[src/rtl/bsrc_pkg.sv]
// Purpose: shared constants and types for boot select and reset control
// Assumes: one clock, synchronous active-high reset
// Notes: boot codes follow the strap tables of both package variants
package bsrc_pkg;
  localparam int WDOG_W = 32;
  // three-bit strap codes
  localparam logic [2:0] BOOT3_SPI_SLAVE = 3'h0;
  localparam logic [2:0] BOOT3_SPI_MASTER = 3'h1;
  localparam logic [2:0] BOOT3_ASYNC_FLASH = 3'h2;
  localparam logic [2:0] BOOT3_NO_BOOT = 3'h3;
  // two-bit strap codes
  localparam logic [1:0] BOOT2_SPI_SLAVE = 2'h0;
  localparam logic [1:0] BOOT2_SPI_MASTER = 2'h1;
  localparam logic [1:0] BOOT2_RESERVED = 2'h2;
  localparam logic [1:0] BOOT2_NO_BOOT = 2'h3;
  // width of reset pulse issued to core and peripherals
  localparam int RST_PULSE_CYC = 16;
  localparam logic [WDOG_W-1:0] WDOG_RESET_VAL = 32'hffffffff;

  typedef enum logic [2:0] {
    BSRC_BOOT_SPI_SLAVE,
    BSRC_BOOT_SPI_MASTER,
    BSRC_BOOT_ASYNC_FLASH,
    BSRC_BOOT_NONE,
    BSRC_BOOT_RESERVED
  } bsrc_boot_t;

  typedef struct packed {
    logic core_rst;
    logic periph_rst;
    logic pll_rst;
    logic sdram_rst;
    logic boot_start;
  } bsrc_rst_t;
endpackage

[src/rtl/bsrc_wdog.sv]
// Purpose: 32-bit down-counting software watchdog
// Assumes: load value is written before enable is raised
// Notes: expire is a one-cycle pulse when the count reaches zero
`timescale 1ns/100ps
`default_nettype none
module bsrc_wdog #(
  parameter int W = bsrc_pkg::WDOG_W
) (
  // clock and reset
  input wire logic clk_i,
  input wire logic rst_i,
  // software control
  input wire logic load_wr_i,
  input wire logic [W-1:0] load_val_i,
  input wire logic reload_i,
  input wire logic enable_i,
  // status
  output logic [W-1:0] count_o,
  output logic expire_o
);
  logic [W-1:0] load_r, load_nxt;
  logic [W-1:0] cnt_r, cnt_nxt;
  logic exp_r, exp_nxt;

  always_comb begin
    load_nxt = load_r;
    cnt_nxt = cnt_r;
    exp_nxt = 1'b0;
    if (load_wr_i) begin
      load_nxt = load_val_i;
    end
    if (!enable_i) begin
      // idle counter tracks the programmed value so enabling starts from it
      cnt_nxt = load_wr_i ? load_val_i : load_r;
    end else if (reload_i) begin
      cnt_nxt = load_r;
    end else if (cnt_r == '0) begin
      exp_nxt = 1'b1;
      cnt_nxt = load_r;
    end else begin
      cnt_nxt = cnt_r - {{(W-1){1'b0}}, 1'b1};
    end
  end

  always_ff @(posedge clk_i) begin
    if (rst_i) begin
      load_r <= bsrc_pkg::WDOG_RESET_VAL;
      cnt_r <= bsrc_pkg::WDOG_RESET_VAL;
      exp_r <= 1'b0;
    end else begin
      load_r <= load_nxt;
      cnt_r <= cnt_nxt;
      exp_r <= exp_nxt;
    end
  end

  assign count_o = cnt_r;
  assign expire_o = exp_r;
endmodule
`default_nettype wire

[src/rtl/bsrc_top.sv]
// Purpose: boot source decode, warm reset and watchdog reset control
// Assumes: rst_i is the power-on reset; strap pins are asynchronous
// Notes: wide_straps_i selects three-bit or two-bit strap decoding
//
// Overview of operation
// at power-up, load internal memory from flash, SPI master or SPI slave.
// three-bit straps 000 slave, 001 master, 010 parallel flash boot.
// three-bit 011 runs from ROM; codes 1xx are reserved, board avoids.
// two-bit 00 slave, 01 master, 11 ROM; 10 reserved, board avoids.
// running reset clears core and peripherals, spares PLL, SDRAM, no boot.
// external request on reset-out pin starts a running reset.
// provide a 32-bit down-counting watchdog reloaded by software.
// watchdog expiry before reload generates a system reset.
// software writes watchdog count before enabling the watchdog.
// watchdog reset clears both core and all internal peripherals.
// straps sampled at power-on reset release, held until next one.
// watchdog decrements each cycle; reload restores programmed count.
`timescale 1ns/100ps
`default_nettype none
module bsrc_top #(
  parameter int WDOG_W = bsrc_pkg::WDOG_W,
  parameter int PULSE_CYC = bsrc_pkg::RST_PULSE_CYC
) (
  // clock and power-on reset
  input wire logic clk_i,
  input wire logic rst_i,
  // strap pins
  input wire logic wide_straps_i,
  input wire logic [2:0] boot_select_pins_i,
  // shared reset-out / warm reset pin, low active
  input wire logic reset_out_warm_reset_in_n_i,
  output logic reset_out_warm_reset_in_n_o,
  output logic reset_out_warm_reset_in_oe_o,
  // watchdog software port
  input wire logic wdog_load_wr_i,
  input wire logic [WDOG_W-1:0] wdog_load_val_i,
  input wire logic wdog_reload_i,
  input wire logic wdog_enable_i,
  output logic [WDOG_W-1:0] wdog_count_o,
  // boot mode and resets
  output bsrc_pkg::bsrc_boot_t boot_mode_o,
  output logic boot_reserved_o,
  output bsrc_pkg::bsrc_rst_t rst_o
);
  typedef enum logic [1:0] {
    BSRC_ST_POR,
    BSRC_ST_RUN,
    BSRC_ST_WARM,
    BSRC_ST_WDOG
  } bsrc_state_t;

  function automatic bsrc_pkg::bsrc_boot_t bsrc_decode(input logic wide,
                                                       input logic [2:0] pins);
    bsrc_pkg::bsrc_boot_t m;
    m = bsrc_pkg::BSRC_BOOT_RESERVED;
    if (wide) begin
      if (pins[2]) begin
        m = bsrc_pkg::BSRC_BOOT_RESERVED;
      end else begin
        case (pins)
          bsrc_pkg::BOOT3_SPI_SLAVE: m = bsrc_pkg::BSRC_BOOT_SPI_SLAVE;
          bsrc_pkg::BOOT3_SPI_MASTER: m = bsrc_pkg::BSRC_BOOT_SPI_MASTER;
          bsrc_pkg::BOOT3_ASYNC_FLASH: m = bsrc_pkg::BSRC_BOOT_ASYNC_FLASH;
          bsrc_pkg::BOOT3_NO_BOOT: m = bsrc_pkg::BSRC_BOOT_NONE;
          default: m = bsrc_pkg::BSRC_BOOT_RESERVED;
        endcase
      end
    end else begin
      case (pins[1:0])
        bsrc_pkg::BOOT2_SPI_SLAVE: m = bsrc_pkg::BSRC_BOOT_SPI_SLAVE;
        bsrc_pkg::BOOT2_SPI_MASTER: m = bsrc_pkg::BSRC_BOOT_SPI_MASTER;
        bsrc_pkg::BOOT2_NO_BOOT: m = bsrc_pkg::BSRC_BOOT_NONE;
        bsrc_pkg::BOOT2_RESERVED: m = bsrc_pkg::BSRC_BOOT_RESERVED;
        default: m = bsrc_pkg::BSRC_BOOT_RESERVED;
      endcase
    end
    return m;
  endfunction

  // only the three loader modes start a boot; rom and reserved straps stay quiet
  function automatic logic bsrc_boots(input bsrc_pkg::bsrc_boot_t m);
    logic b;
    b = 1'b0;
    case (m)
      bsrc_pkg::BSRC_BOOT_SPI_SLAVE: b = 1'b1;
      bsrc_pkg::BSRC_BOOT_SPI_MASTER: b = 1'b1;
      bsrc_pkg::BSRC_BOOT_ASYNC_FLASH: b = 1'b1;
      bsrc_pkg::BSRC_BOOT_NONE: b = 1'b0;
      default: b = 1'b0;
    endcase
    return b;
  endfunction

  localparam int CW = $clog2(PULSE_CYC + 1);

  // synchronisers for asynchronous pins
  logic [3:0] pin_s1_r, pin_s2_r;
  logic [3:0] pin_s1_nxt, pin_s2_nxt;
  logic ext_s1_r, ext_s2_r, ext_s3_r;
  logic ext_s1_nxt, ext_s2_nxt, ext_s3_nxt;

  // control state
  bsrc_state_t st_r, st_nxt;
  logic [CW-1:0] cnt_r, cnt_nxt;
  logic latched_r, latched_nxt;
  bsrc_pkg::bsrc_boot_t mode_r, mode_nxt;
  bsrc_pkg::bsrc_rst_t rst_r, rst_nxt;
  logic drive_r, drive_nxt;
  logic wdog_expire;
  logic ext_req;

  bsrc_wdog #(
    .W(WDOG_W)
  ) bsrc_wdog_inst (
    .clk_i(clk_i),
    .rst_i(rst_i),
    .load_wr_i(wdog_load_wr_i),
    .load_val_i(wdog_load_val_i),
    .reload_i(wdog_reload_i),
    .enable_i(wdog_enable_i),
    .count_o(wdog_count_o),
    .expire_o(wdog_expire)
  );

  always_comb begin
    pin_s1_nxt = {wide_straps_i, boot_select_pins_i};
    pin_s2_nxt = pin_s1_r;
    ext_s1_nxt = ~reset_out_warm_reset_in_n_i;
    ext_s2_nxt = ext_s1_r;
    ext_s3_nxt = ext_s2_r;
  end

  // our own drive of the pin is masked so it cannot retrigger itself
  assign ext_req = ext_s2_r & ~ext_s3_r & ~drive_r;

  always_comb begin
    st_nxt = st_r;
    cnt_nxt = cnt_r;
    latched_nxt = latched_r;
    mode_nxt = mode_r;
    rst_nxt = rst_r;
    drive_nxt = drive_r;
    rst_nxt.boot_start = 1'b0;
    case (st_r)
      BSRC_ST_POR: begin
        // straps settle through the synchroniser before capture
        if (cnt_r == CW'(PULSE_CYC)) begin
          if (!latched_r) begin
            mode_nxt = bsrc_decode(pin_s2_r[3], pin_s2_r[2:0]);
            latched_nxt = 1'b1;
          end
          rst_nxt = '0;
          rst_nxt.boot_start = bsrc_boots(mode_nxt);
          drive_nxt = 1'b0;
          st_nxt = BSRC_ST_RUN;
        end else begin
          cnt_nxt = cnt_r + CW'(1);
        end
      end
      BSRC_ST_RUN: begin
        cnt_nxt = '0;
        if (wdog_expire) begin
          rst_nxt.core_rst = 1'b1;
          rst_nxt.periph_rst = 1'b1;
          drive_nxt = 1'b1;
          st_nxt = BSRC_ST_WDOG;
        end else if (ext_req) begin
          rst_nxt.core_rst = 1'b1;
          rst_nxt.periph_rst = 1'b1;
          st_nxt = BSRC_ST_WARM;
        end
      end
      BSRC_ST_WARM, BSRC_ST_WDOG: begin
        // pll and sdram stay out of reset; no boot is started here
        if (cnt_r == CW'(PULSE_CYC - 1)) begin
          rst_nxt.core_rst = 1'b0;
          rst_nxt.periph_rst = 1'b0;
          drive_nxt = 1'b0;
          st_nxt = BSRC_ST_RUN;
        end else begin
          cnt_nxt = cnt_r + CW'(1);
        end
      end
      default: begin
        st_nxt = BSRC_ST_POR;
        cnt_nxt = '0;
      end
    endcase
  end

  always_ff @(posedge clk_i) begin
    if (rst_i) begin
      pin_s1_r <= 4'h0;
      pin_s2_r <= 4'h0;
      ext_s1_r <= 1'b0;
      ext_s2_r <= 1'b0;
      ext_s3_r <= 1'b0;
      st_r <= BSRC_ST_POR;
      cnt_r <= '0;
      latched_r <= 1'b0;
      mode_r <= bsrc_pkg::BSRC_BOOT_RESERVED;
      rst_r <= '{core_rst: 1'b1, periph_rst: 1'b1, pll_rst: 1'b1,
                 sdram_rst: 1'b1, boot_start: 1'b0};
      drive_r <= 1'b1;
    end else begin
      pin_s1_r <= pin_s1_nxt;
      pin_s2_r <= pin_s2_nxt;
      ext_s1_r <= ext_s1_nxt;
      ext_s2_r <= ext_s2_nxt;
      ext_s3_r <= ext_s3_nxt;
      st_r <= st_nxt;
      cnt_r <= cnt_nxt;
      latched_r <= latched_nxt;
      mode_r <= mode_nxt;
      rst_r <= rst_nxt;
      drive_r <= drive_nxt;
    end
  end

  // pin is open-drain: only ever pulled low
  assign reset_out_warm_reset_in_n_o = 1'b0;
  assign reset_out_warm_reset_in_oe_o = drive_r;
  assign boot_mode_o = mode_r;
  assign boot_reserved_o = (mode_r == bsrc_pkg::BSRC_BOOT_RESERVED);
  assign rst_o = rst_r;
endmodule
`default_nettype wire

[config.mk]
export PLATFORM = sky130hd
export DESIGN_NAME = bsrc_top
export DESIGN_NICKNAME = d
export VERILOG_FILES = /design/src/rtl/bsrc_pkg.sv /design/src/rtl/bsrc_wdog.sv /design/src/rtl/bsrc_top.sv
export SDC_FILE = /design/constraint.sdc
export NUM_CORES = 1
export LEC_CHECK = 0
export BUFFER_PORTS_ARGS = -buffer_cell sky130_fd_sc_hd__clkbuf_2
export CAP_MARGIN = 20
export CELL_PAD_IN_SITES_DETAIL_PLACEMENT = 1
export CELL_PAD_IN_SITES_GLOBAL_PLACEMENT = 2
export CORE_MARGIN = 2
export CORE_UTILIZATION = 34
export CTS_CLUSTER_SIZE = 25
export DETAILED_ROUTE_END_ITERATION = 12
export GPL_ROUTABILITY_DRIVEN = 0
export GPL_TIMING_DRIVEN = 0
export HOLD_SLACK_MARGIN = 0.03
export PLACE_DENSITY_LB_ADDON = 0.1
export SYNTH_ARGS = -nofsm -noshare
export SYNTH_HDL_FRONTEND = slang
export SYNTH_HIERARCHICAL = 1
export SYNTH_SLANG_ARGS = --single-unit
[constraint.sdc]
create_clock -name clk_i -period 2.75 [get_ports clk_i]
set_input_delay 0.275 -clock clk_i [delete_from_list [all_inputs] [get_ports clk_i]]
set_output_delay 0.275 -clock clk_i [all_outputs]
set_load 0.05 [all_outputs]
==> results of run 1 <==
[metal layers]
layer | GRT usage, % | up-vias | routed length [um]
met2 | 35.7 | 67 | 6600
li1 | - | 1832 | -
met4 | 5.02 | 0 | 152
met1 | 24.9 | 1894 | 5990
met5 | 0 | - | 0
met3 | 4.41 | 13 | 506
[kinds of logic after synthesis]
| group | after synthesis | share of synthesized area, % |
|---|---|---|
| AO/OA/AOI/OAI | 85 | 16.0 |
| XOR/XNOR | 24 | 4.88 |
| adder cells (fa/ha/maj) | 5 | 1.45 |
| buffers and inverters | 42 | 5.29 |
| flip-flops | 91 | 42.3 |
| multiplexers | 30 | 7.09 |
| other | 1 | 0.0870 |
| AND/OR/NAND/NOR | 177 | 22.9 |
[power by group]
group,internal (mW),switching (mW),leakage (nW)
logic,0.174,0.346,1.22
registers,1.40,0.101,0.753
clock network,0.729,0.520,0.139
[how the worst max path moves through the flow]
stage | endpoint | cells after the start | slack [ns]
floorplan | bsrc_wdog_inst/count_o[20] | 9 | 0.40
global placement | bsrc_wdog_inst/count_o[16] | 7 | 0.16
detailed placement | bsrc_wdog_inst/count_o[16] | 7 | 0.13
CTS | bsrc_wdog_inst/count_o[16] | 7 | 0.11
global route | bsrc_wdog_inst/count_o[16] | 7 | 0.02
finish | bsrc_wdog_inst/count_o[16] | 7 | 0.08
[synthesized netlist by cell type, types with 3 or more instances]
| cell | number | area [sq um] |
|---|---|---|
| xnor2_1 | 14 | 123 |
| a31o_1 | 3 | 26.3 |
| nor4_1 | 4 | 25.0 |
| a211oi_1 | 3 | 22.5 |
| and2_1 | 3 | 18.8 |
| buf_2 | 4 | 20.0 |
| a31oi_1 | 4 | 25.0 |
| or3_1 | 7 | 43.8 |
| buf_4 | 6 | 45.0 |
| nor4_4 | 4 | 85.1 |
| ha_1 | 5 | 62.6 |
| o21ai_0 | 6 | 30.0 |
| nor2_1 | 18 | 67.6 |
| nor3b_1 | 4 | 30.0 |
| nand2b_1 | 10 | 62.6 |
| o21ai_1 | 13 | 65.1 |
| nand3_1 | 24 | 120 |
| a21oi_1 | 7 | 35.0 |
| dfxtp_1 | 91 | 1820 |
| xor2_1 | 10 | 87.6 |
| a32oi_1 | 10 | 87.6 |
| inv_1 | 10 | 37.5 |
| nand2_1 | 57 | 214 |
| mux2i_1 | 26 | 260 |
| clkbuf_1 | 15 | 56.3 |
| nor2b_1 | 11 | 68.8 |
| nor3_1 | 14 | 70.1 |
| nand4_1 | 3 | 18.8 |
| a32o_1 | 3 | 30.0 |
| mux2_2 | 4 | 45.0 |
| o311ai_1 | 11 | 96.3 |
| o31ai_2 | 3 | 37.5 |
[state kept, by name, summed over array words and instances, names as in the netlist]
| name | count |
|---|---|
| boot_mode_o | 3 |
| bsrc_wdog_inst/count_o | 32 |
| bsrc_wdog_inst/expire_o | 1 |
| bsrc_wdog_inst/load_r | 32 |
| cnt_r | 5 |
| ext_s1_r | 1 |
| ext_s2_r | 1 |
| ext_s3_r | 1 |
| latched_r | 1 |
| pin_s1_r | 4 |
| pin_s2_r | 4 |
| reset_out_warm_reset_in_oe_o | 1 |
| rst_o | 3 |
| st_r | 2 |
[stage by stage]
stage | utilization, % | std cells
2_1_floorplan | - | 455
3_3_place_gp | 39.4 | 708
3_5_place_dp | 39.4 | 708
4_1_cts | 41.7 | 724
5_1_grt | 41.7 | 724
6_report | 41.7 | 724
[cell type report]
class / count / area (sq um) / share of cell area (%)
Tap cell: 172 / 215 / 4.12
Timing Repair Buffer: 81 / 405 / 7.76
Buffer: 30 / 183 / 3.50
Sequential cell: 91 / 1820 / 34.9
Multi-Input combinational cell: 322 / 2260 / 43.2
Clock buffer: 12 / 246 / 4.72
Inverter: 12 / 45.0 / 0.862
Clock inverter: 4 / 50.0 / 0.958
==> run_results.csv, run 1 <==
group,metric,value,unit
global_routing,grt_pass1_vias,3841,
synth,syn_area_per_cell,9.47,sq um
final_layout,syn2layout_area_growth,21.3,%
setup_path,critPathArrivalTime,2.93,ns
hold_path,hold_path_depth,2,
synth,netlist_instances,455,
cts,cts_resized,0,
cts,cts_buffers,9,
synth,async_flop_share,0,%
timing,finalMaxSlewViolations,0,
drt,vias,3806,
final_layout,fin_area,5230,sq um
placement,place_area,4930,sq um
global_routing,antenna_found_initial,0,
synth,yosys_warnings,6,
job,maxCapViolations,0,
drt,viasPerCell,5.26,
setup_path,rrSetupSlack,0.08,ns
die,row_count,41,
setup_path,reg2reg_from,"bsrc_wdog_inst/count_o[0]",
placement,dpl.hpwl,9.75,mm
cts,cts.hold.buffers_added,0,
drt,first_pass_iters,4,
die,core-area,12500,sq um
placement,place_ws,0.128,ns
timing,period_needed,2.67,ns
setup_path,crit_start,"bsrc_wdog_inst/count_o[0]",
cts,cts_tree,"yes",
synth,ys_types,70,
final_layout,fillCellCount,1491,
cts,clkTransAtPathRegs,0.06,ns
setup_path,max_stage_delay,0.78,ns
synth,synth_edf_count,0,
synth,synth-seq-area-share,42.3,%
hold_path,worstHoldStart,"reset_out_warm_reset_in_n_i",
setup_path,crit_fanout,6,
setup_path,crit_buf_inv,1,
final_layout,nets,594,
synth,syn_nets,502,
timing,clock_skew,0.00699,ns
cts,clk_latency,0.34,ns
power_and_ir_drop,finalPower,3.27,mW
die,die_area,13600,sq um
final_layout,most-common-layout-cells,"dfxtp_1 (91), clkbuf_2 (81), nand2_1 (57)",
drt,drt-total-wl,13.2,mm
setup_path,crit_type,"reg -> reg",
timing,period_share,97.2,%
final_layout,layout-drive-gt1-share,24.6,%
setup_path,start_kind,"flop",
drt,wl_per_cell,18.3,um
drt,final_antenna_net_count,0,
final_layout,layout_commonest_cell,"dfxtp_1",
hold_path,min_to,"ext_s1_r",
synth,synth_seq_cells,91,
global_routing,grt_max_degree,15,
drt,route.detailed.drc,0,
setup_path,reg2regPathDepth,7,
power_and_ir_drop,vdd_drop_max,0.334,mV
cts,htree_num_levels,3,
timing,hold_viol,0,
synth,syn_area,4310,sq um
global_routing,grt_usage,20.1,%
final_layout,diodes,0,
cts,clockBufferDepth,2,
timing,final.setup.tns,0,ns
setup_path,required,3.01,ns
hold_path,hold_class,"in -> reg",
setup_path,cp_top_family,"simple AND/OR/NAND/NOR gates",
timing,whs,0.100,ns
global_routing,grt_first_pass_wirelength,20.6,mm
die,fp.dieH,117,um
timing,rsz0062_at_grt,"no",
cts,cts_num_sinks,91,
global_routing,grt_overflow,0,
die,die_w,117,um
timing,setup_viol,0,
setup_path,path_cells,"inv_1 > ha_1 > nor3b_1 > nand2_1 > or3_1 > and3_1 > o31ai_1",
timing,layout_setup_ws,0.0757,ns
power_and_ir_drop,leakage,2.11,nW
setup_path,r2r_end,"bsrc_wdog_inst/count_o[16]",
timing,max_slew_margin,36.6,%
placement,io_buffers,81,
die,initial_core_util,34.4,%
die,pin_count,85,
cts,cts_root_buffer,"clkbuf_16",
synth,ys.flop_type,"dfxtp_1",
setup_path,end_kind,"flop",
drt,drt_iter0_markers,197,
power_and_ir_drop,power_density,627,nW/um^2
cts,cts_setup_buffers,0,
timing,worstMarginPinSlew,0.949,ns
run_status,status,"completed",
setup_path,cp_slowest_cell,"nor3b_1",
timing,fmax,374,MHz
No activity file was read; power rests on OpenSTA's default activity.
==> run 2: changes to the inputs <==
Settings changed: ABC_AREA set to 1, CORE_UTILIZATION 34 to 30, CTS_CLUSTER_SIZE 25 to not set.
==> run_results.csv, run 2 <==
group,metric,value,unit
synth,synth_area_leaders,"dfxtp_1 (40%), nand2_1 (16%), inv_1 (7.0%), nand3_1 (6.4%), nor2_1 (5.6%)",
global_routing,met1_usage,26.9,%
setup_path,rrSetupSlack,0.60,ns
cts,cts_tree,"yes",
cts,clockBufferDepth,2,
drt,viasPerCell,4.70,
synth,synth_edf_count,0,
drt,final_antenna_net_count,0,
timing,final.setup.tns,0,ns
setup_path,critPathArrivalTime,2.40,ns
timing,setup_viol,0,
die,fp.dieH,128,um
timing,rsz0062_at_grt,"no",
power_and_ir_drop,p_int,2.37,mW
synth,ys_types,35,
setup_path,crit_type,"reg -> reg",
synth,ys.flop_type,"dfxtp_1",
final_layout,layout-drive-gt1-share,16.6,%
power_and_ir_drop,switching_power,1.17,mW
cts,htree_num_levels,3,
setup_path,end_kind,"flop",
setup_path,cp_common_cell,"nand2_1",
synth,synth-seq-area-share,39.7,%
power_and_ir_drop,swShare,33.1,%
drt,drt_iter0_markers,178,
power_and_ir_drop,vdd_drop_max,0.340,mV
placement,place_ws,0.588,ns
timing,fmax,464,MHz
drt,drt-total-wl,15.4,mm
synth,async_flop_share,0,%
timing,period_share,78.3,%
drt,route.detailed.drc,0,
final_layout,syn2layout_area_growth,20.3,%
global_routing,use_met3,2.43,%
power_and_ir_drop,power_density,642,nW/um^2
setup_path,crit_fanout,10,
die,die_w,128,um
die,initial_core_util,30.4,%
setup_path,max_stage_delay,0.39,ns
timing,worstMarginPinSlew,0.701,ns
synth,synth_top_area_share,39.7,%
hold_path,hold_class,"in -> reg",
die,pin_count,85,
final_layout,nets,831,
timing,layout_setup_ws,0.596,ns
global_routing,met2_usage,31.5,%
cts,cts.hold.buffers_added,0,
power_and_ir_drop,leakage,2.71,nW
cts,clkTransAtPathRegs,0.07,ns
run_status,status,"completed",
setup_path,cp_slowest_cell,"dfxtp_1",
global_routing,grt_pass1_vias,4731,
final_layout,most-common-layout-cells,"nand2_1 (200), dfxtp_1 (91), inv_1 (86)",
timing,period_needed,2.15,ns
cts,cts_num_sinks,91,
cts,cts_setup_buffers,0,
final_layout,diodes,0,
synth,netlist_instances,693,
timing,max_slew_margin,53.2,%
synth,syn_area,4580,sq um
final_layout,fillCellCount,1974,
timing,finalMaxSlewViolations,0,
power_and_ir_drop,p_seq_share,43.4,%
synth,synth_most_common_cell,"nand2_1",
drt,vias,4583,
die,die_area,16300,sq um
final_layout,layout_commonest_cell,"nand2_1",
setup_path,path_cells,"inv_1 > ha_1 > nand2_1 > nor2_1 > nand2_1 > nor2_2 > nor2_4 > buf_2 > nand3_1 > nand3_1 > nand2_1",
die,row_count,45,
global_routing,grt_overflow,0,
drt,first_pass_iters,5,
synth,syn_area_per_cell,6.62,sq um
setup_path,required,3.00,ns
job,maxCapViolations,0,
setup_path,start_kind,"flop",
global_routing,grt_first_pass_wirelength,24.5,mm
placement,dpl.hpwl,12.1,mm
global_routing,antenna_found_initial,0,
power_and_ir_drop,p_comb_share,20.8,%
synth,synthTopCellsByCount,"nand2_1 (200), dfxtp_1 (91), inv_1 (86), nor2_1 (68), nand3_1 (59)",
synth,synth_top_area_cell,"dfxtp_1",
cts,cts_root_buffer,"clkbuf_16",
synth,syn_nets,740,
power_and_ir_drop,clkPwrFrac,35.8,%
cts,clk_latency,0.35,ns
drt,wl_per_cell,15.8,um
global_routing,grt_usage,19.5,%
global_routing,grt_max_degree,15,
placement,io_buffers,80,
global_routing,busiest_layer,"met2",
cts,cts_buffers,9,
die,core-area,15100,sq um
cts,cts_resized,0,
synth,yosys_warnings,6,
synth,synth_seq_cells,91,
timing,clock_skew,0.00732,ns
timing,hold_viol,0,
## run 2: layout make-up
| type | instances | area [sq um] | area share [%] |
|---|---|---|---|
| inverters | 86 | 323 | 5.85 |
| plain buffers | 27 | 141 | 2.56 |
| well taps | 188 | 235 | 4.27 |
| repair buffers | 80 | 400 | 7.26 |
| clock inverters | 4 | 51.3 | 0.930 |
| flip-flops and latches | 91 | 1820 | 33.0 |
| multi-input cells | 489 | 2300 | 41.7 |
| clock buffers | 11 | 243 | 4.40 |
## run 2: critical path, delay by kind of cell (launching register included)
family                     cells  cell delay (ns)
adders and majority gates      1             0.22
and+or+nand+nor                8             0.97
buffers and inverters          2             0.44
DFF                            1             0.39
## run 2: path summary, 6_finish.rpt
check / end / cells past startpoint / startpoint
max: bsrc_wdog_inst/count_o[10] / 11 / bsrc_wdog_inst/count_o[0]
min: ext_s1_r / 2 / reset_out_warm_reset_in_n_i
max reg2reg: bsrc_wdog_inst/count_o[10] / 11 / bsrc_wdog_inst/count_o[0]
min reg2reg: pin_s2_r[1] / 2 / pin_s1_r[1]
## run 2: cell families after synthesis
logic type	Yosys count	share of synthesized area [%]
other cells	1	0.0818
xor+xnor	6	1.15
compound gates	106	12.3
flops	91	39.7
fa+ha+maj	5	1.36
buf+inv	113	10.1
simple gates	371	35.3
## run 2: metal layers
metal / up-vias / share of wire, %
li1: 2374 / -
met1: 2141 / 50
met5: - / 0
met4: 0 / 0.80
met2: 61 / 46
met3: 7 / 3.3
## run 2: power by group through the flow
stage | Combinational (mW) | Clock [mW] | Sequential (mW)
after floorplan | 0.367 | 0 | 1.71
after global placement | 0.720 | 0 | 1.56
after detailed placement | 0.738 | 0 | 1.57
after CTS | 0.745 | 1.30 | 1.54
after global routing | 0.817 | 1.36 | 1.55
final | 0.735 | 1.27 | 1.54
## run 2: per-stage QoR
step | hold WS (ns) | instance area, sq um | power [mW] | std cells | utilization [%]
detailed placement | 0.403 | 5220 | 2.30 | 961 | 34.6
finish | 0.0607 | 5510 | 3.54 | 976 | 36.5
CTS | 0.0520 | 5510 | 3.59 | 976 | 36.5
global placement | 0.392 | 5220 | 2.28 | 961 | 34.6
global route | 0.0665 | 5510 | 3.72 | 976 | 36.5
floorplan | 0.342 | 4580 | 2.08 | 693 | -
==> run 3: changes to the inputs <==
Settings changed: CORE_UTILIZATION 30 to 27.
Clock period 2.75 ns to 1.87 ns, I/O delays scaled along.
==> run_results.csv, run 3 (synthesized netlist as in run 2, its figures left out) <==
group,metric,value,unit
die,initial_core_util,27.6,%
timing,worstMarginPinSlew,0.647,ns
global_routing,grt_max_degree,16,
final_layout,post-route-util,35.2,%
die,pin_count,85,
timing,setup_viol,0,
drt,drt_iter0_markers,155,
global_routing,antenna_found_initial,0,
timing,clock_skew,0.00959,ns
cts,cts_buffers,9,
setup_path,crit_fanout,10,
setup_path,end_kind,"flop",
cts,clockBufferDepth,2,
die,fp.dieH,134,um
power_and_ir_drop,power_density,910,nW/um^2
final_layout,ff_latch_area,1820,sq um
timing,finalMaxSlewViolations,0,
final_layout,layout-drive-gt1-share,19.4,%
drt,route.detailed.drc,0,
final_layout,multi_input_area,2350,sq um
cts,clkTransAtPathRegs,0.07,ns
setup_path,start_kind,"flop",
timing,period_share,93.0,%
global_routing,grt_usage,18.3,%
timing,fmax,575,MHz
timing,max_slew_margin,56.9,%
setup_path,required,2.11,ns
die,die_area,18000,sq um
timing,final.setup.tns,0,ns
placement,dpl.hpwl,12.5,mm
cts,cts_num_sinks,91,
die,die_w,134,um
drt,wl_per_cell,15.7,um
final_layout,syn2layout_area_growth,27.4,%
cts,cts_tree,"yes",
cts,cts_root_buffer,"clkbuf_16",
power_and_ir_drop,leakage,2.82,nW
timing,period_needed,1.74,ns
setup_path,critPathArrivalTime,1.98,ns
drt,viasPerCell,4.58,
final_layout,fillCellCount,2174,
timing,hold_viol,0,
die,row_count,47,
cts,clk_latency,0.35,ns
run_status,status,"completed",
global_routing,grt_pass1_vias,4829,
drt,final_antenna_net_count,0,
hold_path,hold_class,"in -> reg",
setup_path,crit_type,"reg -> reg",
cts,htree_num_levels,3,
placement,io_buffers,80,
global_routing,grt_first_pass_wirelength,25.5,mm
final_layout,nets,847,
final_layout,layout_commonest_cell,"nand2_1",
drt,first_pass_iters,4,
final_layout,most-common-layout-cells,"nand2_1 (198), dfxtp_1 (89), inv_1 (84)",
global_routing,grt_overflow,0,
drt,drt-total-wl,16.1,mm
power_and_ir_drop,vdd_drop_max,0.425,mV
die,core-area,16600,sq um
drt,vias,4693,
job,maxCapViolations,0,
final_layout,diodes,0,
==> run 3: cell count changes in the layout (fill, tap and decap cells not counted), sizes merged <==
cell and change:
clkbuf +1, clkinv +2, dlygate4sd3 +5, clkinvlp -1
buf +10
==> run 3: worst max-delay path, stage by stage, from the launching register on <==
cell     delay [ns]
dfxtp_2        0.35
inv_4          0.09
ha_2           0.17
nand2_1        0.08
nor2_1         0.14
nand2_2        0.11
o21ai_4        0.19
buf_12         0.15
buf_8          0.14
nand2_1        0.06
nand3_1        0.08
nand2_1        0.07
==> run 3: path summary, 6_finish.rpt <==
check                            start                          to  slack (ns)  cells past startpoint
min reg2reg                pin_s1_r[2]                 pin_s2_r[2]        0.40                      2
max reg2reg  bsrc_wdog_inst/count_o[0]  bsrc_wdog_inst/count_o[16]        0.13                     11
max          bsrc_wdog_inst/count_o[0]  bsrc_wdog_inst/count_o[16]        0.13                     11
min                wdog_load_val_i[27]   bsrc_wdog_inst/load_r[27]        0.09                      3
==> run 3: what timing repair did <==
item / CTS / global route
setup endpoints to repair: 28 / 29
cloned: 0 / 1
pin swaps: 3 / 2
hold buffers: 5 / 0
endpoints found under the hold margin: 5 / 0
buffers inserted: 6 / 4
resized for setup: 4 / 22
==> run 3: through the flow <==
| step | area (sq um) | total power [mW] | hold WS [ns] | worst slack (ns) | std cells |
|---|---|---|---|---|---|
| after floorplan | 4590 | 3.05 | 0.254 | 0.0757 | 693 |
| after global placement | 5260 | 3.36 | 0.346 | -0.170 | 993 |
| after detailed placement | 5260 | 3.39 | 0.346 | -0.176 | 993 |
| after CTS | 5680 | 5.36 | 0.0801 | 0.00620 | 1020 |
| after global routing | 5840 | 5.60 | 0.102 | -0.0113 | 1025 |
| final | 5840 | 5.31 | 0.0872 | 0.131 | 1025 |
==> run 3: area by class of cell <==
| class | instances | area share [%] |
|---|---|---|
| inverters | 86 | 5.61 |
| well taps | 220 | 4.71 |
| multi-input cells | 489 | 40.3 |
| plain buffers | 27 | 2.91 |
| repair buffers | 96 | 9.85 |
| flip-flops and latches | 91 | 31.2 |
| clock inverters | 5 | 1.05 |
| clock buffers | 11 | 4.33 |
==> run 3: layer usage <==
layer  track usage (%)  vias to the layer above  wire length [um]
li1                  -                     2415                 -
met2              29.8                       61              7350
met3              3.74                       12               495
met4              4.39                        0               185
met1              24.9                     2205              8020
met5                 0                        -                 0
==> run 3: power breakdown <==
part           switching (mW)  internal (mW)
Combinational           0.787          0.340
Sequential              0.155           2.11
Clock                   0.811           1.11
